`config.mk`:
```
export PLATFORM = sky130hd
export DESIGN_NAME = supply_diag_bist_engine
export DESIGN_NICKNAME = d
export VERILOG_FILES = /design/src/common/supply_diag_pkg.sv /design/src/hw/supply_diag_bist_engine.sv
export VERILOG_INCLUDE_DIRS = /design/src /design/src/common
export SDC_FILE = /design/constraint.sdc
export NUM_CORES = 1
export LEC_CHECK = 0
export BUFFER_PORTS_ARGS = -buffer_cell sky130_fd_sc_hd__buf_4
export CELL_PAD_IN_SITES_DETAIL_PLACEMENT = 0
export CELL_PAD_IN_SITES_GLOBAL_PLACEMENT = 2
export CORE_UTILIZATION = 37
export DETAILED_ROUTE_END_ITERATION = 10
export PLACE_DENSITY = 0.88
export SYNTH_ARGS = -nofsm -noshare
export SYNTH_HDL_FRONTEND = slang
export SYNTH_SLANG_ARGS = --single-unit
```
`constraint.sdc`:
```
create_clock -name clock -period 4.39 [get_ports clock]
set_input_delay 0.2195 -clock clock [delete_from_list [all_inputs] [get_ports clock]]
set_output_delay 0.2195 -clock clock [all_outputs]
set_load 0.1 [all_outputs]
```
`src/common/supply_diag_defs.svh`:
```
`ifndef SUPPLY_DIAG_DEFS_SVH
`define SUPPLY_DIAG_DEFS_SVH
// Behaviour
// - Detectors run continuously in active or sleep
// - Detector failure sets flag or causes reset
// - Overvoltage, undervoltage, oscillation set own flags
// - Digital undervoltage resets, records no flag
// - Analog undervoltage resets, then flags cause
// - Thermistor failure flags and saturates temperature faults
// - Open return or ground sets open flag
// - Analog/thermistor oscillation may accompany over/under
// - Self-test covers listed supply flag paths
// - Host writes start bit to begin test
// - Force each path's comparator to fail
// - Check register trigger and pin trigger
// - Clear fault registers, release pin trigger
// - Repeat force, check, clear per path
// - Run completes always; report fail flag
// - No-clear option skips the clear step
// - Thermistor disabled at start: ignore its results
// - Fault pin toggles; host ignores or disables

// Detector index (one bit per detection path)
`define DET_AOV        4'd0
`define DET_AOSC       4'd1
`define DET_DOV        4'd2
`define DET_COV        4'd3
`define DET_CUV        4'd4
`define DET_HOPEN      4'd5
`define DET_DOPEN      4'd6
`define DET_COPEN      4'd7
`define DET_TOV        4'd8
`define DET_TUV        4'd9
`define DET_TOSC       4'd10
`define DET_NUV        4'd11
`define DET_HOSC       4'd12
`define DET_COUNT      13
`define THERM_MASK     13'h0700

// Register one field positions
`define R1_AOV         0
`define R1_AOSC        1
`define R1_AUV_RST     2
`define R1_DOV         3
`define R1_COV         4
`define R1_CUV         5
`define R1_HOPEN       6
`define R1_DOPEN       7
`define R1_COPEN       8
// Register two field positions
`define R2_TOV         0
`define R2_TUV         1
`define R2_TOSC        2
`define R2_NUV         3
`define R2_HOSC        4
`define R2_FAIL        5

`define FAULT_RST      8'h00
`define TEMP_ALL_ONES  8'hFF
// Wait for trigger before declaring path failed
`define CHECK_TIME_NS  50
`define CLK_PERIOD_NS  5
`define CHECK_CYCLES   (`CHECK_TIME_NS / `CLK_PERIOD_NS)
`endif

```
`src/common/supply_diag_pkg.sv`:
```
package supply_diag_pkg;
	typedef enum logic [2:0] {
		ST_IDLE, ST_FORCE, ST_CHECK, ST_CLEAR, ST_NEXT
	} bist_state_e;

	typedef struct packed {
		logic start;
		logic no_clear;
		logic therm_enabled;
		logic fault_pin_enable;
	} diag_ctrl_s;
endpackage : supply_diag_pkg

```
`src/hw/supply_diag_bist_engine.sv`:
```
`timescale 1ns/1ps
`default_nettype none
`include "supply_diag_defs.svh"
module supply_diag_bist_engine #(
	parameter int N_DET    = `DET_COUNT,
	parameter int TEMP_W   = 8,
	parameter int CHECK_CY = `CHECK_CYCLES
) (
	// Clock and reset
	input  wire logic                      clock,
	input  wire logic                      rst_n,
	// Mode and control
	input  wire logic                      mode_active_or_sleep,
	input  wire supply_diag_pkg::diag_ctrl_s ctrl,
	input  wire logic                      clear_faults,
	input  wire logic                      digital_supply_uv,
	input  wire logic                      analog_supply_uv,
	// Comparator outputs (asynchronous)
	input  wire logic [N_DET-1:0]          det_raw,
	// Comparator force
	output logic      [N_DET-1:0]          det_force,
	// Status
	output logic      [8:0]                supply_fault_reg_one,
	output logic      [5:0]                supply_fault_reg_two,
	output logic      [TEMP_W-1:0]         overtemp_fault_reg,
	output logic      [TEMP_W-1:0]         undertemp_fault_reg,
	output logic                           selftest_busy,
	output logic                           digital_reset_req,
	output logic                           fault_output_pin_n,
	output logic                           fault_pin_oe_n
);
	if (N_DET != `DET_COUNT || CHECK_CY < 1 || CHECK_CY > 65535
		|| TEMP_W < 1) begin : g_bad_param
		$error("supply_diag_bist_engine: bad parameters");
	end

	// ----------------------------------------
	// Input synchronisers
	// ----------------------------------------
	logic [N_DET-1:0] s1_reg, s2_reg, s3_reg, det_reg;
	logic [1:0]       u1_reg, u2_reg, u3_reg, uv_reg;
	always_ff @(posedge clock) begin
		if (!rst_n) begin
			s1_reg  <= '0;
			s2_reg  <= '0;
			s3_reg  <= '0;
			det_reg <= '0;
			u1_reg  <= 2'h0;
			u2_reg  <= 2'h0;
			u3_reg  <= 2'h0;
			uv_reg  <= 2'h0;
		end else begin
			s1_reg <= det_raw;
			s2_reg <= s1_reg;
			s3_reg <= s2_reg;
			for (int i = 0; i < N_DET; i++)
				if (s2_reg[i] == s3_reg[i])
					det_reg[i] <= s2_reg[i];
			u1_reg <= {analog_supply_uv, digital_supply_uv};
			u2_reg <= u1_reg;
			u3_reg <= u2_reg;
			for (int j = 0; j < 2; j++)
				if (u2_reg[j] == u3_reg[j])
					uv_reg[j] <= u2_reg[j];
		end
	end

	// ----------------------------------------
	// Self-test sequencer
	// ----------------------------------------
	supply_diag_pkg::bist_state_e state_reg;
	logic [3:0]  path_reg;
	logic [15:0] wait_reg;
	logic        fail_reg;
	logic        therm_ok_reg;
	logic        start_q_reg;
	logic        bist_clear;
	logic        path_seen;
	logic        path_skip;
	logic        trig_any;
	logic [N_DET-1:0] therm_mask;

	// Fault triggers: register set and pin assert
	logic [N_DET-1:0] set_trig;
	logic             pin_trig;
	assign set_trig = mode_active_or_sleep ? det_reg : '0;
	assign path_seen = set_trig[path_reg] && pin_trig;
	assign therm_mask = N_DET'(`THERM_MASK);
	assign path_skip = !therm_ok_reg && therm_mask[path_reg];
	assign bist_clear = (state_reg == supply_diag_pkg::ST_CLEAR)
		&& !ctrl.no_clear;

	always_ff @(posedge clock) begin
		if (!rst_n) begin
			state_reg    <= supply_diag_pkg::ST_IDLE;
			path_reg     <= 4'h0;
			wait_reg     <= 16'h0000;
			fail_reg     <= 1'b0;
			therm_ok_reg <= 1'b0;
			start_q_reg  <= 1'b0;
			det_force    <= '0;
		end else begin
			start_q_reg <= ctrl.start;
			case (state_reg)
			supply_diag_pkg::ST_IDLE: begin
				det_force <= '0;
				if (ctrl.start && !start_q_reg) begin
					state_reg    <= supply_diag_pkg::ST_FORCE;
					path_reg     <= 4'h0;
					fail_reg     <= 1'b0;
					therm_ok_reg <= ctrl.therm_enabled;
				end
			end
			supply_diag_pkg::ST_FORCE: begin
				det_force           <= '0;
				det_force[path_reg] <= 1'b1;
				wait_reg            <= 16'h0000;
				state_reg           <= supply_diag_pkg::ST_CHECK;
			end
			supply_diag_pkg::ST_CHECK: begin
				wait_reg <= wait_reg + 16'h0001;
				if (path_seen || wait_reg >= 16'(CHECK_CY)) begin
					if (!path_seen && !path_skip)
						fail_reg <= 1'b1;
					det_force <= '0;
					wait_reg  <= 16'h0000;
					state_reg <= supply_diag_pkg::ST_CLEAR;
				end
			end
			// Hold the clear until the released detector has settled
			supply_diag_pkg::ST_CLEAR: begin
				wait_reg <= wait_reg + 16'h0001;
				if (!trig_any || wait_reg >= 16'(CHECK_CY))
					state_reg <= supply_diag_pkg::ST_NEXT;
			end
			supply_diag_pkg::ST_NEXT: begin
				if (path_reg == 4'(N_DET - 1))
					state_reg <= supply_diag_pkg::ST_IDLE;
				else begin
					path_reg  <= path_reg + 4'h1;
					state_reg <= supply_diag_pkg::ST_FORCE;
				end
			end
			default:
				state_reg <= supply_diag_pkg::ST_IDLE;
			endcase
		end
	end

	always_ff @(posedge clock) begin
		if (!rst_n)
			selftest_busy <= 1'b0;
		else
			selftest_busy <= state_reg != supply_diag_pkg::ST_IDLE
				|| (ctrl.start && !start_q_reg);
	end

	// ----------------------------------------
	// Fault registers
	// ----------------------------------------
	logic [8:0] r1_set;
	logic [5:0] r2_set;
	logic       therm_fault;
	logic       aov_rst_reg;
	always_comb begin
		r1_set = 9'h000;
		r2_set = 6'h00;
		r1_set[`R1_AOV]   = set_trig[`DET_AOV];
		r1_set[`R1_AOSC]  = set_trig[`DET_AOSC];
		r1_set[`R1_DOV]   = set_trig[`DET_DOV];
		r1_set[`R1_COV]   = set_trig[`DET_COV];
		r1_set[`R1_CUV]   = set_trig[`DET_CUV];
		r1_set[`R1_HOPEN] = set_trig[`DET_HOPEN];
		r1_set[`R1_DOPEN] = set_trig[`DET_DOPEN];
		r1_set[`R1_COPEN] = set_trig[`DET_COPEN];
		r2_set[`R2_TOV]   = set_trig[`DET_TOV];
		r2_set[`R2_TUV]   = set_trig[`DET_TUV];
		r2_set[`R2_TOSC]  = set_trig[`DET_TOSC];
		r2_set[`R2_NUV]   = set_trig[`DET_NUV];
		r2_set[`R2_HOSC]  = set_trig[`DET_HOSC];
	end
	assign therm_fault = |(set_trig & N_DET'(`THERM_MASK));
	assign pin_trig = fault_output_pin_n == 1'b0;
	assign trig_any = (|r1_set) || (|r2_set);

	// Sticky flags: set wins over clear
	logic       auv_cause_set;
	logic       fail_done;
	logic [8:0] r1_keep;
	logic [8:0] r1_cause;
	assign auv_cause_set = aov_rst_reg && !uv_reg[1];
	assign fail_done = state_reg == supply_diag_pkg::ST_NEXT
		&& path_reg == 4'(N_DET - 1);
	always_comb begin
		r1_keep = {9{!clear_faults && !bist_clear}};
		r1_keep[`R1_AUV_RST] = !clear_faults;
		r1_cause = 9'h000;
		r1_cause[`R1_AUV_RST] = auv_cause_set;
	end
	always_ff @(posedge clock) begin
		if (!rst_n)
			supply_fault_reg_one <= 9'h000;
		else
			supply_fault_reg_one <= r1_set | r1_cause
				| (supply_fault_reg_one & r1_keep);
	end
	always_ff @(posedge clock) begin
		if (!rst_n) begin
			supply_fault_reg_two <= 6'h00;
		end else begin
			supply_fault_reg_two[4:0] <= r2_set[4:0]
				| (supply_fault_reg_two[4:0]
				& {5{!clear_faults && !bist_clear}});
			if (fail_done)
				supply_fault_reg_two[`R2_FAIL] <= fail_reg;
			else if (clear_faults && !selftest_busy)
				supply_fault_reg_two[`R2_FAIL] <= 1'b0;
		end
	end

	// Reset cause survives the digital reset it requested
	always_ff @(posedge clock) begin
		if (!rst_n)
			aov_rst_reg <= 1'b0;
		else
			aov_rst_reg <= uv_reg[1];
	end
	always_ff @(posedge clock) begin
		if (!rst_n)
			digital_reset_req <= 1'b0;
		else
			digital_reset_req <= |uv_reg;
	end

	always_ff @(posedge clock) begin
		if (!rst_n) begin
			overtemp_fault_reg  <= '0;
			undertemp_fault_reg <= '0;
		end else if (therm_fault) begin
			overtemp_fault_reg  <= '1;
			undertemp_fault_reg <= '1;
		end else if (clear_faults || bist_clear) begin
			overtemp_fault_reg  <= '0;
			undertemp_fault_reg <= '0;
		end
	end

	// ----------------------------------------
	// Fault pin
	// ----------------------------------------
	always_ff @(posedge clock) begin
		if (!rst_n) begin
			fault_output_pin_n <= 1'b1;
			fault_pin_oe_n     <= 1'b1;
		end else begin
			fault_output_pin_n <= !((|r1_set) || (|r2_set)
				|| (!fault_output_pin_n && !clear_faults
				&& !bist_clear));
			fault_pin_oe_n <= !ctrl.fault_pin_enable;
		end
	end

	// ----------------------------------------
	// Checks
	// ----------------------------------------
	a_force_one_hot: assert property (@(posedge clock) disable iff (!rst_n)
		state_reg == supply_diag_pkg::ST_CHECK |-> $onehot(det_force))
		else $error("force not one-hot");
	a_start_runs: assert property (@(posedge clock) disable iff (!rst_n)
		state_reg == supply_diag_pkg::ST_IDLE && ctrl.start && !start_q_reg
		|=> state_reg == supply_diag_pkg::ST_FORCE)
		else $error("start ignored");
	a_therm_ones: assert property (@(posedge clock) disable iff (!rst_n)
		therm_fault |=> overtemp_fault_reg == '1 && undertemp_fault_reg == '1)
		else $error("temp not saturated");
	a_clear_step: assert property (@(posedge clock) disable iff (!rst_n)
		bist_clear && !(|r1_set) && !(|r2_set)
		|=> supply_fault_reg_one[8:3] == 6'h00
		&& supply_fault_reg_one[1:0] == 2'h0
		&& supply_fault_reg_two[4:0] == 5'h00 && fault_output_pin_n)
		else $error("clear step failed");
	a_no_clear: assert property (@(posedge clock) disable iff (!rst_n)
		ctrl.no_clear && !clear_faults && supply_fault_reg_one[`R1_AOV]
		|=> supply_fault_reg_one[`R1_AOV])
		else $error("flag lost");
	a_dig_uv: assert property (@(posedge clock) disable iff (!rst_n)
		uv_reg[0] |=> digital_reset_req)
		else $error("no digital reset");
	a_path_step: assert property (@(posedge clock) disable iff (!rst_n)
		state_reg == supply_diag_pkg::ST_NEXT && path_reg != 4'(N_DET - 1)
		|=> path_reg == $past(path_reg) + 4'h1)
		else $error("path not advanced");
	a_check_bound: assert property (@(posedge clock) disable iff (!rst_n)
		state_reg == supply_diag_pkg::ST_FORCE
		|=> ##[1:20] state_reg == supply_diag_pkg::ST_CLEAR)
		else $error("check hung");
	a_flag_set: assert property (@(posedge clock) disable iff (!rst_n)
		set_trig[`DET_CUV] |=> supply_fault_reg_one[`R1_CUV])
		else $error("flag not set");
endmodule : supply_diag_bist_engine
`default_nettype wire

```
==> results of run 1 <==
-- path summary, 6_finish.rpt --
check | startpoint | depth (start not counted) | slack [ns] | to
min | det_raw[6] | 2 | 0.02 | s1_reg[6]
max reg2reg | wait_reg[0] | 7 | 1.89 | det_force[0]
max | wait_reg[0] | 7 | 1.89 | det_force[0]
min reg2reg | s1_reg[11] | 1 | 0.43 | s2_reg[11]
-- layout by cell type (no fill, tap or decap), types with 12 or more instances in the layout --
cell type | netlist | final
dfxtp_1 | 121 | 121
and2_1 | 47 | 47
buf_4 | 16 | 71
nor2_1 | 47 | 47
nand2_1 | 29 | 29
o21ai_0 | 17 | 17
a22oi_1 | 15 | 15
a21oi_1 | 20 | 20
a22o_1 | 12 | 12
inv_1 | 14 | 14
clkbuf_16 | 0 | 17
xnor2_1 | 13 | 13
-- logic make-up after synthesis --
kind of cell / share of synthesized area (%)
AND/OR/NAND/NOR: 20.71
flip-flops: 52.84
AO/OA/AOI/OAI: 13.54
buffers and inverters: 6.086
XOR/XNOR: 3.439
multiplexers: 1.747
adder cells (fa/ha/maj): 1.638
-- routing by layer --
metal  wire length [um]  global-route usage (%)  vias up
li1                   -                       -     1762
met4                 70                   6.404        0
met1               4579                   19.95     1547
met5                  0                       0        -
met3                336                   6.052        6
met2               4373                   23.97       75
-- critical path, cell delays in order, from the launching register on --
cell     delay (ns)
dfxtp_1        0.41
inv_1          0.06
ha_1           0.20
o31ai_1        0.17
and4_1         0.35
nor2_1         0.08
o41ai_2        0.91
a22o_1         0.26
-- Yosys cell counts (all sizes together) (10+ instances only) --
cell type,n
dfxtp,121
and2,47
nor2,47
nand2,29
buf,24
a21oi,20
o21ai,17
a22oi,15
inv,15
clkbuf,14
xnor2,13
a22o,12
nor3,10
-- timing repair --
item / CTS / global route
buffers inserted: 0 / 0
hold endpoints to repair: 8 / 2
hold buffers: 8 / 2
-- where the power goes --
| part | switching, W | internal [W] | total [W] |
|---|---|---|---|
| Clock | 0.000494 | 0.000737 | 0.00123 |
| Sequential | 0.0000279 | 0.00113 | 0.00115 |
| Combinational | 0.000104 | 0.0000601 | 0.000164 |
| Total | 0.000627 | 0.00192 | 0.00255 |
-- metrics by stage --
stage | cells | instance area [sq um] | worst slack, ns | total power, W | util, %
2_1_floorplan | 477 | 4584 | 2.290 | 0.001293 | -
3_3_place_gp | 678 | 5105 | 1.989 | 0.001336 | 42.32
3_5_place_dp | 678 | 5105 | 1.915 | 0.001337 | 42.32
4_1_cts | 718 | 5725 | 1.885 | 0.002583 | 47.47
5_1_grt | 720 | 5746 | 1.467 | 0.002659 | 47.63
6_report | 720 | 5746 | 1.887 | 0.002551 | 47.63
-- layout make-up --
| cell class | count | area [sq um] |
|---|---|---|
| Inverter | 15 | 56.30 |
| Clock inverter | 13 | 97.59 |
| Sequential cell | 121 | 2422 |
| Fill cell | 1143 | 6316 |
| Multi-Input combinational cell | 303 | 1883 |
| Clock buffer | 19 | 442.9 |
| Timing Repair Buffer | 81 | 633.1 |
| Tap cell | 168 | 210.2 |
==> flow_metrics.py, run 1 <==
metrics = {
    "layout": {
        "largest_reg_flops": 16,
        "n_antenna_cell": 0,
        "nets": 568,
        "syn_to_final_growth_pct": 25.33,
        "drive_gt1_share_pct": 20.65,
    },
    "grt": {
        "grt_pass1_wl_um": 15640,
        "antenna_found_initial": 0,
        "grt_overflow_total": 0,
        "grt_pass1_vias": 3219,
        "grt_max_degree": 59,
        "track_usage_pct": 15.74,
    },
    "route": {
        "via_per_inst": 4.708,
        "ant_nets": 0,
        "first_pass_iters": 5,
        "vias": 3390,
        "dr.first_iter.drc_count": 205,
        "wl_um": 9359,
        "wl_per_cell_um": 13.00,
        "drc": 0,
    },
    "timing": {
        "hold_viol_final": 0,
        "worstMarginPinSlew_ns": 1.072,
        "max-slew-margin-rel_pct": 28.27,
        "worst_clock_skew_ns": 0.01179,
        "holdWs_ns": 0.01566,
        "min_period_over_period_pct": 57.00,
        "fmax_mhz": 399.6,
        "min_period_ns": 2.503,
        "setup_tns_ns": 0,
        "final_max_slew_viol_count": 0,
        "rsz0062_at_grt": "no",
        "setup_viol": 0,
    },
    "yosys": {
        "yosys_warnings": 0,
        "syn_area_sq_um": 4584,
        "synth_area_leaders": "dfxtp_1 (53%), and2_1 (6.4%), nor2_1 (3.8%)",
        "avgSynthCellArea_sq_um": 9.611,
        "yosysSeqAreaShare_pct": 52.84,
        "ys_types": 50,
        "synth_flop_cell": "dfxtp_1",
        "yosysTopAreaCell": "dfxtp_1",
        "synth_fp_nets": 506,
        "synthArstFlopShare_pct": 0,
        "synth_top_area_share_pct": 52.84,
        "syn_inst": 477,
        "synth_edf_count": 0,
        "ys_seq_elements": 121,
    },
    "clocking": {
        "tritoncts": "done",
        "clk_pin_slew_ns": 0.06,
        "clock-root-buffer": "clkbuf_16",
        "clock_latency_ns": 0.41,
        "cts_buffers": 17,
        "ctsResizeCount": 0,
        "cts.sinks": 121,
        "cts_max_level": 4,
        "clock_path_buffers": 2,
    },
    "setup_path": {
        "cp-end-kind": "register",
        "crit_path_start_kind": "register",
        "critPathMaxFanout": 12,
        "cp.arrival_ns": 2.84,
        "cp_data_required_time_ns": 4.73,
        "crit_type": "register to register",
    },
    "power": {
        "ir_drop_uv": 280.0,
        "power.density_nw_per_um2": 444.0,
        "p_leak_nw": 2.228,
    },
    "floorplanning": {
        "ios": 71,
        "die_height_um": 113.3,
        "start_util_pct": 38.01,
        "coreArea_sq_um": 12060,
        "die_x_um": 113.3,
        "placement_rows": 40,
        "die-area_sq_um": 12840,
    },
    "placed_design": {
        "dp_hpwl_um": 6221,
        "portBuffers": 70,
        "gp_congestion": 0.7841,
    },
    "outcome": {
        "status": "complete, no violations",
    },
    "worst_hold_path": {
        "holdCritPathClass": "input port to register",
    },
    "run": {
        "max_cap_violations": 0,
    },
}
(Power assumes the default switching activity.)
==> run 2, diff against run 1 <==
--- a/config.mk
+++ b/config.mk
@@ -6,12 +6,13 @@
 export SDC_FILE = /design/constraint.sdc
 export NUM_CORES = 1
 export LEC_CHECK = 0
+export ABC_AREA = 1
 export BUFFER_PORTS_ARGS = -buffer_cell sky130_fd_sc_hd__buf_4
 export CELL_PAD_IN_SITES_DETAIL_PLACEMENT = 0
 export CELL_PAD_IN_SITES_GLOBAL_PLACEMENT = 2
-export CORE_UTILIZATION = 37
+export CORE_UTILIZATION = 30
 export DETAILED_ROUTE_END_ITERATION = 10
-export PLACE_DENSITY = 0.88
+export PLACE_DENSITY = 0.81
 export SYNTH_ARGS = -nofsm -noshare
 export SYNTH_HDL_FRONTEND = slang
 export SYNTH_SLANG_ARGS = --single-unit
==> constraint.sdc (replaced) <==
create_clock -name clock -period 2.3 [get_ports clock]
set_input_delay 0.115 -clock clock [delete_from_list [all_inputs] [get_ports clock]]
set_output_delay 0.115 -clock clock [all_outputs]
set_load 0.1 [all_outputs]
==> flow_metrics.py, run 2 <==
metrics = {
    "placed_design": {
        "dp_hpwl_um": 7498,
        "portBuffers": 70,
        "gp_congestion": 0.7476,
    },
    "yosys": {
        "yosysSeqAreaShare_pct": 48.86,
        "synth_most_common_cell": "nand2_1",
        "syn_inst": 639,
        "synth_edf_count": 0,
        "avgSynthCellArea_sq_um": 7.758,
        "yosys_warnings": 0,
        "syn_area_sq_um": 4957,
        "synthArstFlopShare_pct": 0,
        "ys_seq_elements": 121,
        "synth_common_cells": "nand2_1 (160), dfxtp_1 (121), inv_1 (94)",
        "yosysTopAreaCell": "dfxtp_1",
        "ys_types": 31,
        "synth_area_leaders": "dfxtp_1 (49%), nand2_1 (12%), inv_1 (7.1%)",
        "synth_fp_nets": 668,
        "synth_flop_cell": "dfxtp_1",
        "synth_top_area_share_pct": 48.86,
    },
    "floorplanning": {
        "start_util_pct": 30.98,
        "ios": 71,
        "die_height_um": 130.5,
        "die-area_sq_um": 17040,
        "die_x_um": 130.5,
        "placement_rows": 46,
        "coreArea_sq_um": 16000,
    },
    "timing": {
        "worstMarginPinSlew_ns": 0.9321,
        "min_period_over_period_pct": 90.81,
        "setup_viol": 0,
        "min_period_ns": 2.089,
        "worst_clock_skew_ns": 0.007910,
        "hold_viol_final": 0,
        "setup_tns_ns": 0,
        "max-slew-margin-rel_pct": 37.63,
        "final_max_slew_viol_count": 0,
        "rsz0062_at_grt": "no",
        "fmax_mhz": 478.8,
    },
    "layout": {
        "largest_reg_flops": 16,
        "syn_to_final_growth_pct": 27.06,
        "nets": 746,
        "drive_gt1_share_pct": 19.45,
        "final_common_cell": "nand2_1",
        "fillCellCount": 1685,
        "n_antenna_cell": 0,
        "final_cell_mix": "nand2_1 (160), dfxtp_1 (121), inv_1 (94)",
    },
    "grt": {
        "antenna_found_initial": 0,
        "grt_max_degree": 42,
        "grt_pass1_wl_um": 17890,
        "grt_pass1_vias": 3757,
        "track_usage_pct": 13.67,
        "grt_overflow_total": 0,
    },
    "setup_path": {
        "cp_slowest_stage_delay_ns": 0.58,
        "cp_slowest_cell": "dfxtp_1",
        "critical-path-top-delay-family": "simple AND/OR/NAND/NOR gates",
        "cpMostUsedCell": "nand2_1",
        "cp_data_required_time_ns": 2.61,
        "crit_path_start_kind": "register",
        "cp-end-kind": "register",
        "crit_type": "register to register",
        "setup.worst_path.start": "path_reg[0]",
        "cp_num_buf_inv": 1,
        "cp.arrival_ns": 2.40,
        "rrSetupSlack_ns": 0.21,
        "reg2reg_from": "path_reg[0]",
        "crit_chain": "inv_2, ha_1, nand2_1, nand2_1, nand2_1, nor2_1, nand3b_1, o21ai_0, nor2_1",
        "critPathMaxFanout": 12,
    },
    "route": {
        "ant_nets": 0,
        "drc": 0,
        "wl_um": 10720,
        "wl_per_cell_um": 11.33,
        "via_per_inst": 4.240,
        "dr.first_iter.drc_count": 173,
        "vias": 4011,
        "first_pass_iters": 4,
    },
    "power": {
        "ir_drop_uv": 533.0,
        "p_leak_nw": 3.044,
        "power_w": 0.005737,
        "power.density_nw_per_um2": 910.8,
    },
    "clocking": {
        "clock_latency_ns": 0.42,
        "tritoncts": "done",
        "clk_pin_slew_ns": 0.06,
        "cts.sinks": 121,
        "cts_buffers": 17,
        "clock-root-buffer": "clkbuf_16",
        "clock_path_buffers": 2,
        "ctsResizeCount": 0,
        "cts_max_level": 4,
    },
    "worst_hold_path": {
        "min-delay-start": "mode_active_or_sleep",
        "holdCritPathClass": "input port to register",
    },
    "outcome": {
        "status": "complete, no violations",
    },
    "run": {
        "max_cap_violations": 0,
    },
}
run 2: cell count changes after synthesis, sizes merged, moves of 8 or more:
cell   delta
nand2   +150
inv      +83
and2     -47
a21oi    +35
a22oi    -15
nand3    +13
xnor2    -13
a22o     -12
nor2     +11
o21ai     +9
mux2i     -8
run 2: stage by stage:
step	hold slack [ns]	utilization, %	std cells	instance area (sq um)	setup WS [ns]
global route	0.08433	39.37	946	6299	0.01690
finish	0.08533	39.37	946	6299	0.2114
global placement	0.2769	34.50	895	5520	0.3778
floorplan	0.1769	-	639	4957	0.4991
detailed placement	0.2790	34.50	895	5520	0.2499
CTS	0.07368	39.37	946	6299	0.2424
run 2: path summary, 6_finish.rpt:
path | end | cells past startpoint
setup / recovery | register | 9
hold / removal | supply_fault_reg_two[4] | 3
setup reg to reg | register | 9
hold reg to reg | u2_reg[1] | 2
run 2: cells by family after synthesis:
kind of cell    after synthesis  synth area share (%)
xor+xnor                      6                 1.060
fa+ha+maj                     6                 1.514
buf+inv                     131                 12.57
simple gates                291                 26.55
compound gates               84                 9.439
flops                       121                 48.86
run 2: cell type report:
cell class | instances | area [sq um] | area share (%)
Tap cell | 216 | 270.3 | 4.291
Clock inverter | 13 | 145.1 | 2.304
Multi-Input combinational cell | 387 | 1912 | 30.35
Sequential cell | 121 | 2422 | 38.46
Inverter | 98 | 367.9 | 5.840
Clock buffer | 19 | 442.9 | 7.032
Timing Repair Buffer | 92 | 738.2 | 11.72
run 2: power breakdown:
part / switching, W / internal, W / total [W]
Sequential: 0.0000595 / 0.00218 / 0.00224
Combinational: 0.000621 / 0.000249 / 0.000870
Clock: 0.000998 / 0.00163 / 0.00263
run 2: worst reg2reg max path, stage by stage (launching register included):
cell,delay [ns]
dfxtp_1,0.58
inv_2,0.16
ha_1,0.31
nand2_1,0.18
nand2_1,0.07
nand2_1,0.19
nor2_1,0.07
nand3b_1,0.19
o21ai_0,0.18
nor2_1,0.05
run 2: metal layers:
metal | routed length, um | track usage, % | share of wire [%] | up-vias
li1 | - | - | - | 2135
met5 | 0 | 0 | 0 | -
met3 | 530 | 4.520 | 4.9 | 14
met4 | 155 | 5.747 | 1.4 | 0
met2 | 4881 | 21.72 | 46 | 82
met1 | 5148 | 16.94 | 48 | 1780
run 2: repair_timing:
action	in CTS	in global routing
hold endpoints to repair	19	0
hold buffers	19	0
buffers inserted	0	0
==> run 3, diff against run 2 <==
--- a/config.mk
+++ b/config.mk
@@ -7,7 +7,7 @@
 export NUM_CORES = 1
 export LEC_CHECK = 0
 export ABC_AREA = 1
-export BUFFER_PORTS_ARGS = -buffer_cell sky130_fd_sc_hd__buf_4
+export BUFFER_PORTS_ARGS = -buffer_cell sky130_fd_sc_hd__clkbuf_2
 export CELL_PAD_IN_SITES_DETAIL_PLACEMENT = 0
 export CELL_PAD_IN_SITES_GLOBAL_PLACEMENT = 2
 export CORE_UTILIZATION = 30
==> flow_metrics.py, run 3 (same netlist as run 2, synthesis figures left out) <==
metrics = {
    "outcome": {
        "status": "complete, no violations",
    },
    "worst_hold_path": {
        "holdCritPathClass": "input port to register",
        "min-delay-start": "ctrl[2]",
    },
    "clocking": {
        "postCtsSetupRepairBufs": 0,
        "clk_pin_slew_ns": 0.06,
        "clock_path_buffers": 2,
        "clock_latency_ns": 0.41,
        "clock-root-buffer": "clkbuf_16",
        "cts.sinks": 121,
        "cts_max_level": 4,
        "cts_buffers": 17,
        "tritoncts": "done",
    },
    "placed_design": {
        "gp_congestion": 0.7756,
        "dp_hpwl_um": 7535,
        "dp_slack_ns": 0.2733,
        "portBuffers": 70,
    },
    "floorplanning": {
        "placement_rows": 46,
        "die-area_sq_um": 17040,
        "die_height_um": 130.5,
        "start_util_pct": 30.98,
        "die_x_um": 130.5,
        "ios": 71,
        "coreArea_sq_um": 16000,
    },
    "setup_path": {
        "cp.arrival_ns": 2.19,
        "crit_path_start_kind": "register",
        "critPathMaxFanout": 8,
        "cp_data_required_time_ns": 2.61,
        "reg2reg_from": "path_reg[1]",
        "cp-end-kind": "register",
        "crit_type": "register to register",
        "setup.worst_path.start": "path_reg[1]",
    },
    "power": {
        "p_leak_nw": 2.979,
        "p_sw_w": 0.001646,
        "pwr-share-clk_pct": 44.7,
        "p_seq_share_pct": 40.2,
        "swShare_pct": 29.51,
        "combinationalPowerShare_pct": 15.2,
        "p_int_w": 0.003932,
        "ir_drop_uv": 532.1,
        "power.density_nw_per_um2": 912.3,
    },
    "grt": {
        "grt_pass1_wl_um": 17840,
        "grt_max_degree": 70,
        "track_usage_pct": 13.68,
        "grt_overflow_total": 0,
        "antenna_found_initial": 0,
        "grt_pass1_vias": 3755,
    },
    "layout": {
        "n_antenna_cell": 0,
        "syn_to_final_growth_pct": 23.32,
        "final_cell_mix": "nand2_1 (160), dfxtp_1 (120), inv_1 (94)",
        "drive_gt1_share_pct": 19.59,
        "fillCellCount": 1737,
        "final_common_cell": "nand2_1",
        "largest_reg_flops": 16,
        "nets": 746,
    },
    "run": {
        "max_cap_violations": 0,
    },
    "route": {
        "wl_um": 10540,
        "dr.first_iter.drc_count": 159,
        "wl_per_cell_um": 11.14,
        "drc": 0,
        "ant_nets": 0,
        "via_per_inst": 4.214,
        "first_pass_iters": 4,
        "vias": 3986,
    },
    "timing": {
        "rsz0062_at_grt": "no",
        "worstMarginPinSlew_ns": 0.9299,
        "final_max_slew_viol_count": 0,
        "worst_clock_skew_ns": 0.01112,
        "fmax_mhz": 530.5,
        "setup_tns_ns": 0,
        "setup_viol": 0,
        "max-slew-margin-rel_pct": 37.78,
        "layout_setup_ws_ns": 0.4149,
        "min_period_over_period_pct": 81.96,
        "min_period_ns": 1.885,
        "hold_viol_final": 0,
    },
}
==> run 3: cell types whose count changed in the layout (fill, tap and decap cells not counted) <==
| cell | change |
|---|---|
| buf_12 | +1 |
| buf_4 | -71 |
| bufinv_16 | -1 |
| clkbuf_2 | +70 |
| clkinv_4 | -1 |
| clkinvlp_4 | +2 |
| dfxtp_1 | -1 |
| dfxtp_2 | +1 |
==> run 3: worst paths after layout <==
kind	endpoint	slack, ns	cells past startpoint
worst min register to register	s2_reg[3]	0.41	2
worst max-delay path	register	0.41	9
worst max register to register	register	0.41	9
worst min-delay path	fault_output_pin_n	0.14	4
==> run 3: critical path, stage by stage (launching register included) <==
cell      delay (ns)
dfxtp_1         0.45
inv_1           0.17
ha_1            0.29
nand2_1         0.16
nand2_1         0.07
nand2_1         0.17
nor2_1          0.06
nand3b_1        0.18
o21ai_0         0.18
nor2_1          0.06
==> run 3: power by group through the flow <==
stage	clock network, W	registers (W)	logic (W)
6_report	0.00249	0.00224	0.000846
3_3_place_gp	0	0.00228	0.000826
4_1_cts	0.00258	0.00224	0.000862
3_5_place_dp	0	0.00229	0.000832
2_1_floorplan	0	0.00235	0.000665
5_1_grt	0.00267	0.00225	0.000951
==> run 3: metal layers <==
| metal | part of all wire, % | vias to the layer above | GRT usage, % |
|---|---|---|---|
| met1 | 48 | 1771 | 16.76 |
| met4 | 1.3 | 0 | 7.302 |
| li1 | - | 2131 | - |
| met5 | 0 | - | 0 |
| met3 | 4.0 | 11 | 3.787 |
| met2 | 47 | 73 | 21.82 |
==> run 3: through the flow <==
step | instances | power, W | instance area, sq um | hold slack [ns] | util, %
2_1_floorplan | 639 | 0.003011 | 4957 | 0.1769 | -
4_1_cts | 946 | 0.005680 | 6112 | 0.1065 | 38.20
3_3_place_gp | 895 | 0.003108 | 5358 | 0.2643 | 33.48
5_1_grt | 946 | 0.005873 | 6113 | 0.1465 | 38.21
3_5_place_dp | 895 | 0.003117 | 5358 | 0.2762 | 33.48
6_report | 946 | 0.005578 | 6113 | 0.1416 | 38.21
==> run 3: timing repair <==
| item | in CTS | in global routing |
|---|---|---|
| endpoints found under the setup margin | 0 | 1 |
| endpoints found under the hold margin | 20 | 0 |
| hold buffers | 19 | 0 |
| gates resized for setup | 0 | 1 |
==> run 3: final cells by class <==
| type | count | area (sq um) | share of cell area, % |
|---|---|---|---|
| multi-input cells | 387 | 1912 | 31.27 |
| clock buffers | 19 | 442.9 | 7.245 |
| clock inverters | 13 | 121.4 | 1.985 |
| repair buffers | 92 | 575.6 | 9.415 |
| flip-flops and latches | 121 | 2424 | 39.64 |
| inverters | 98 | 367.9 | 6.017 |
| well taps | 216 | 270.3 | 4.421 |
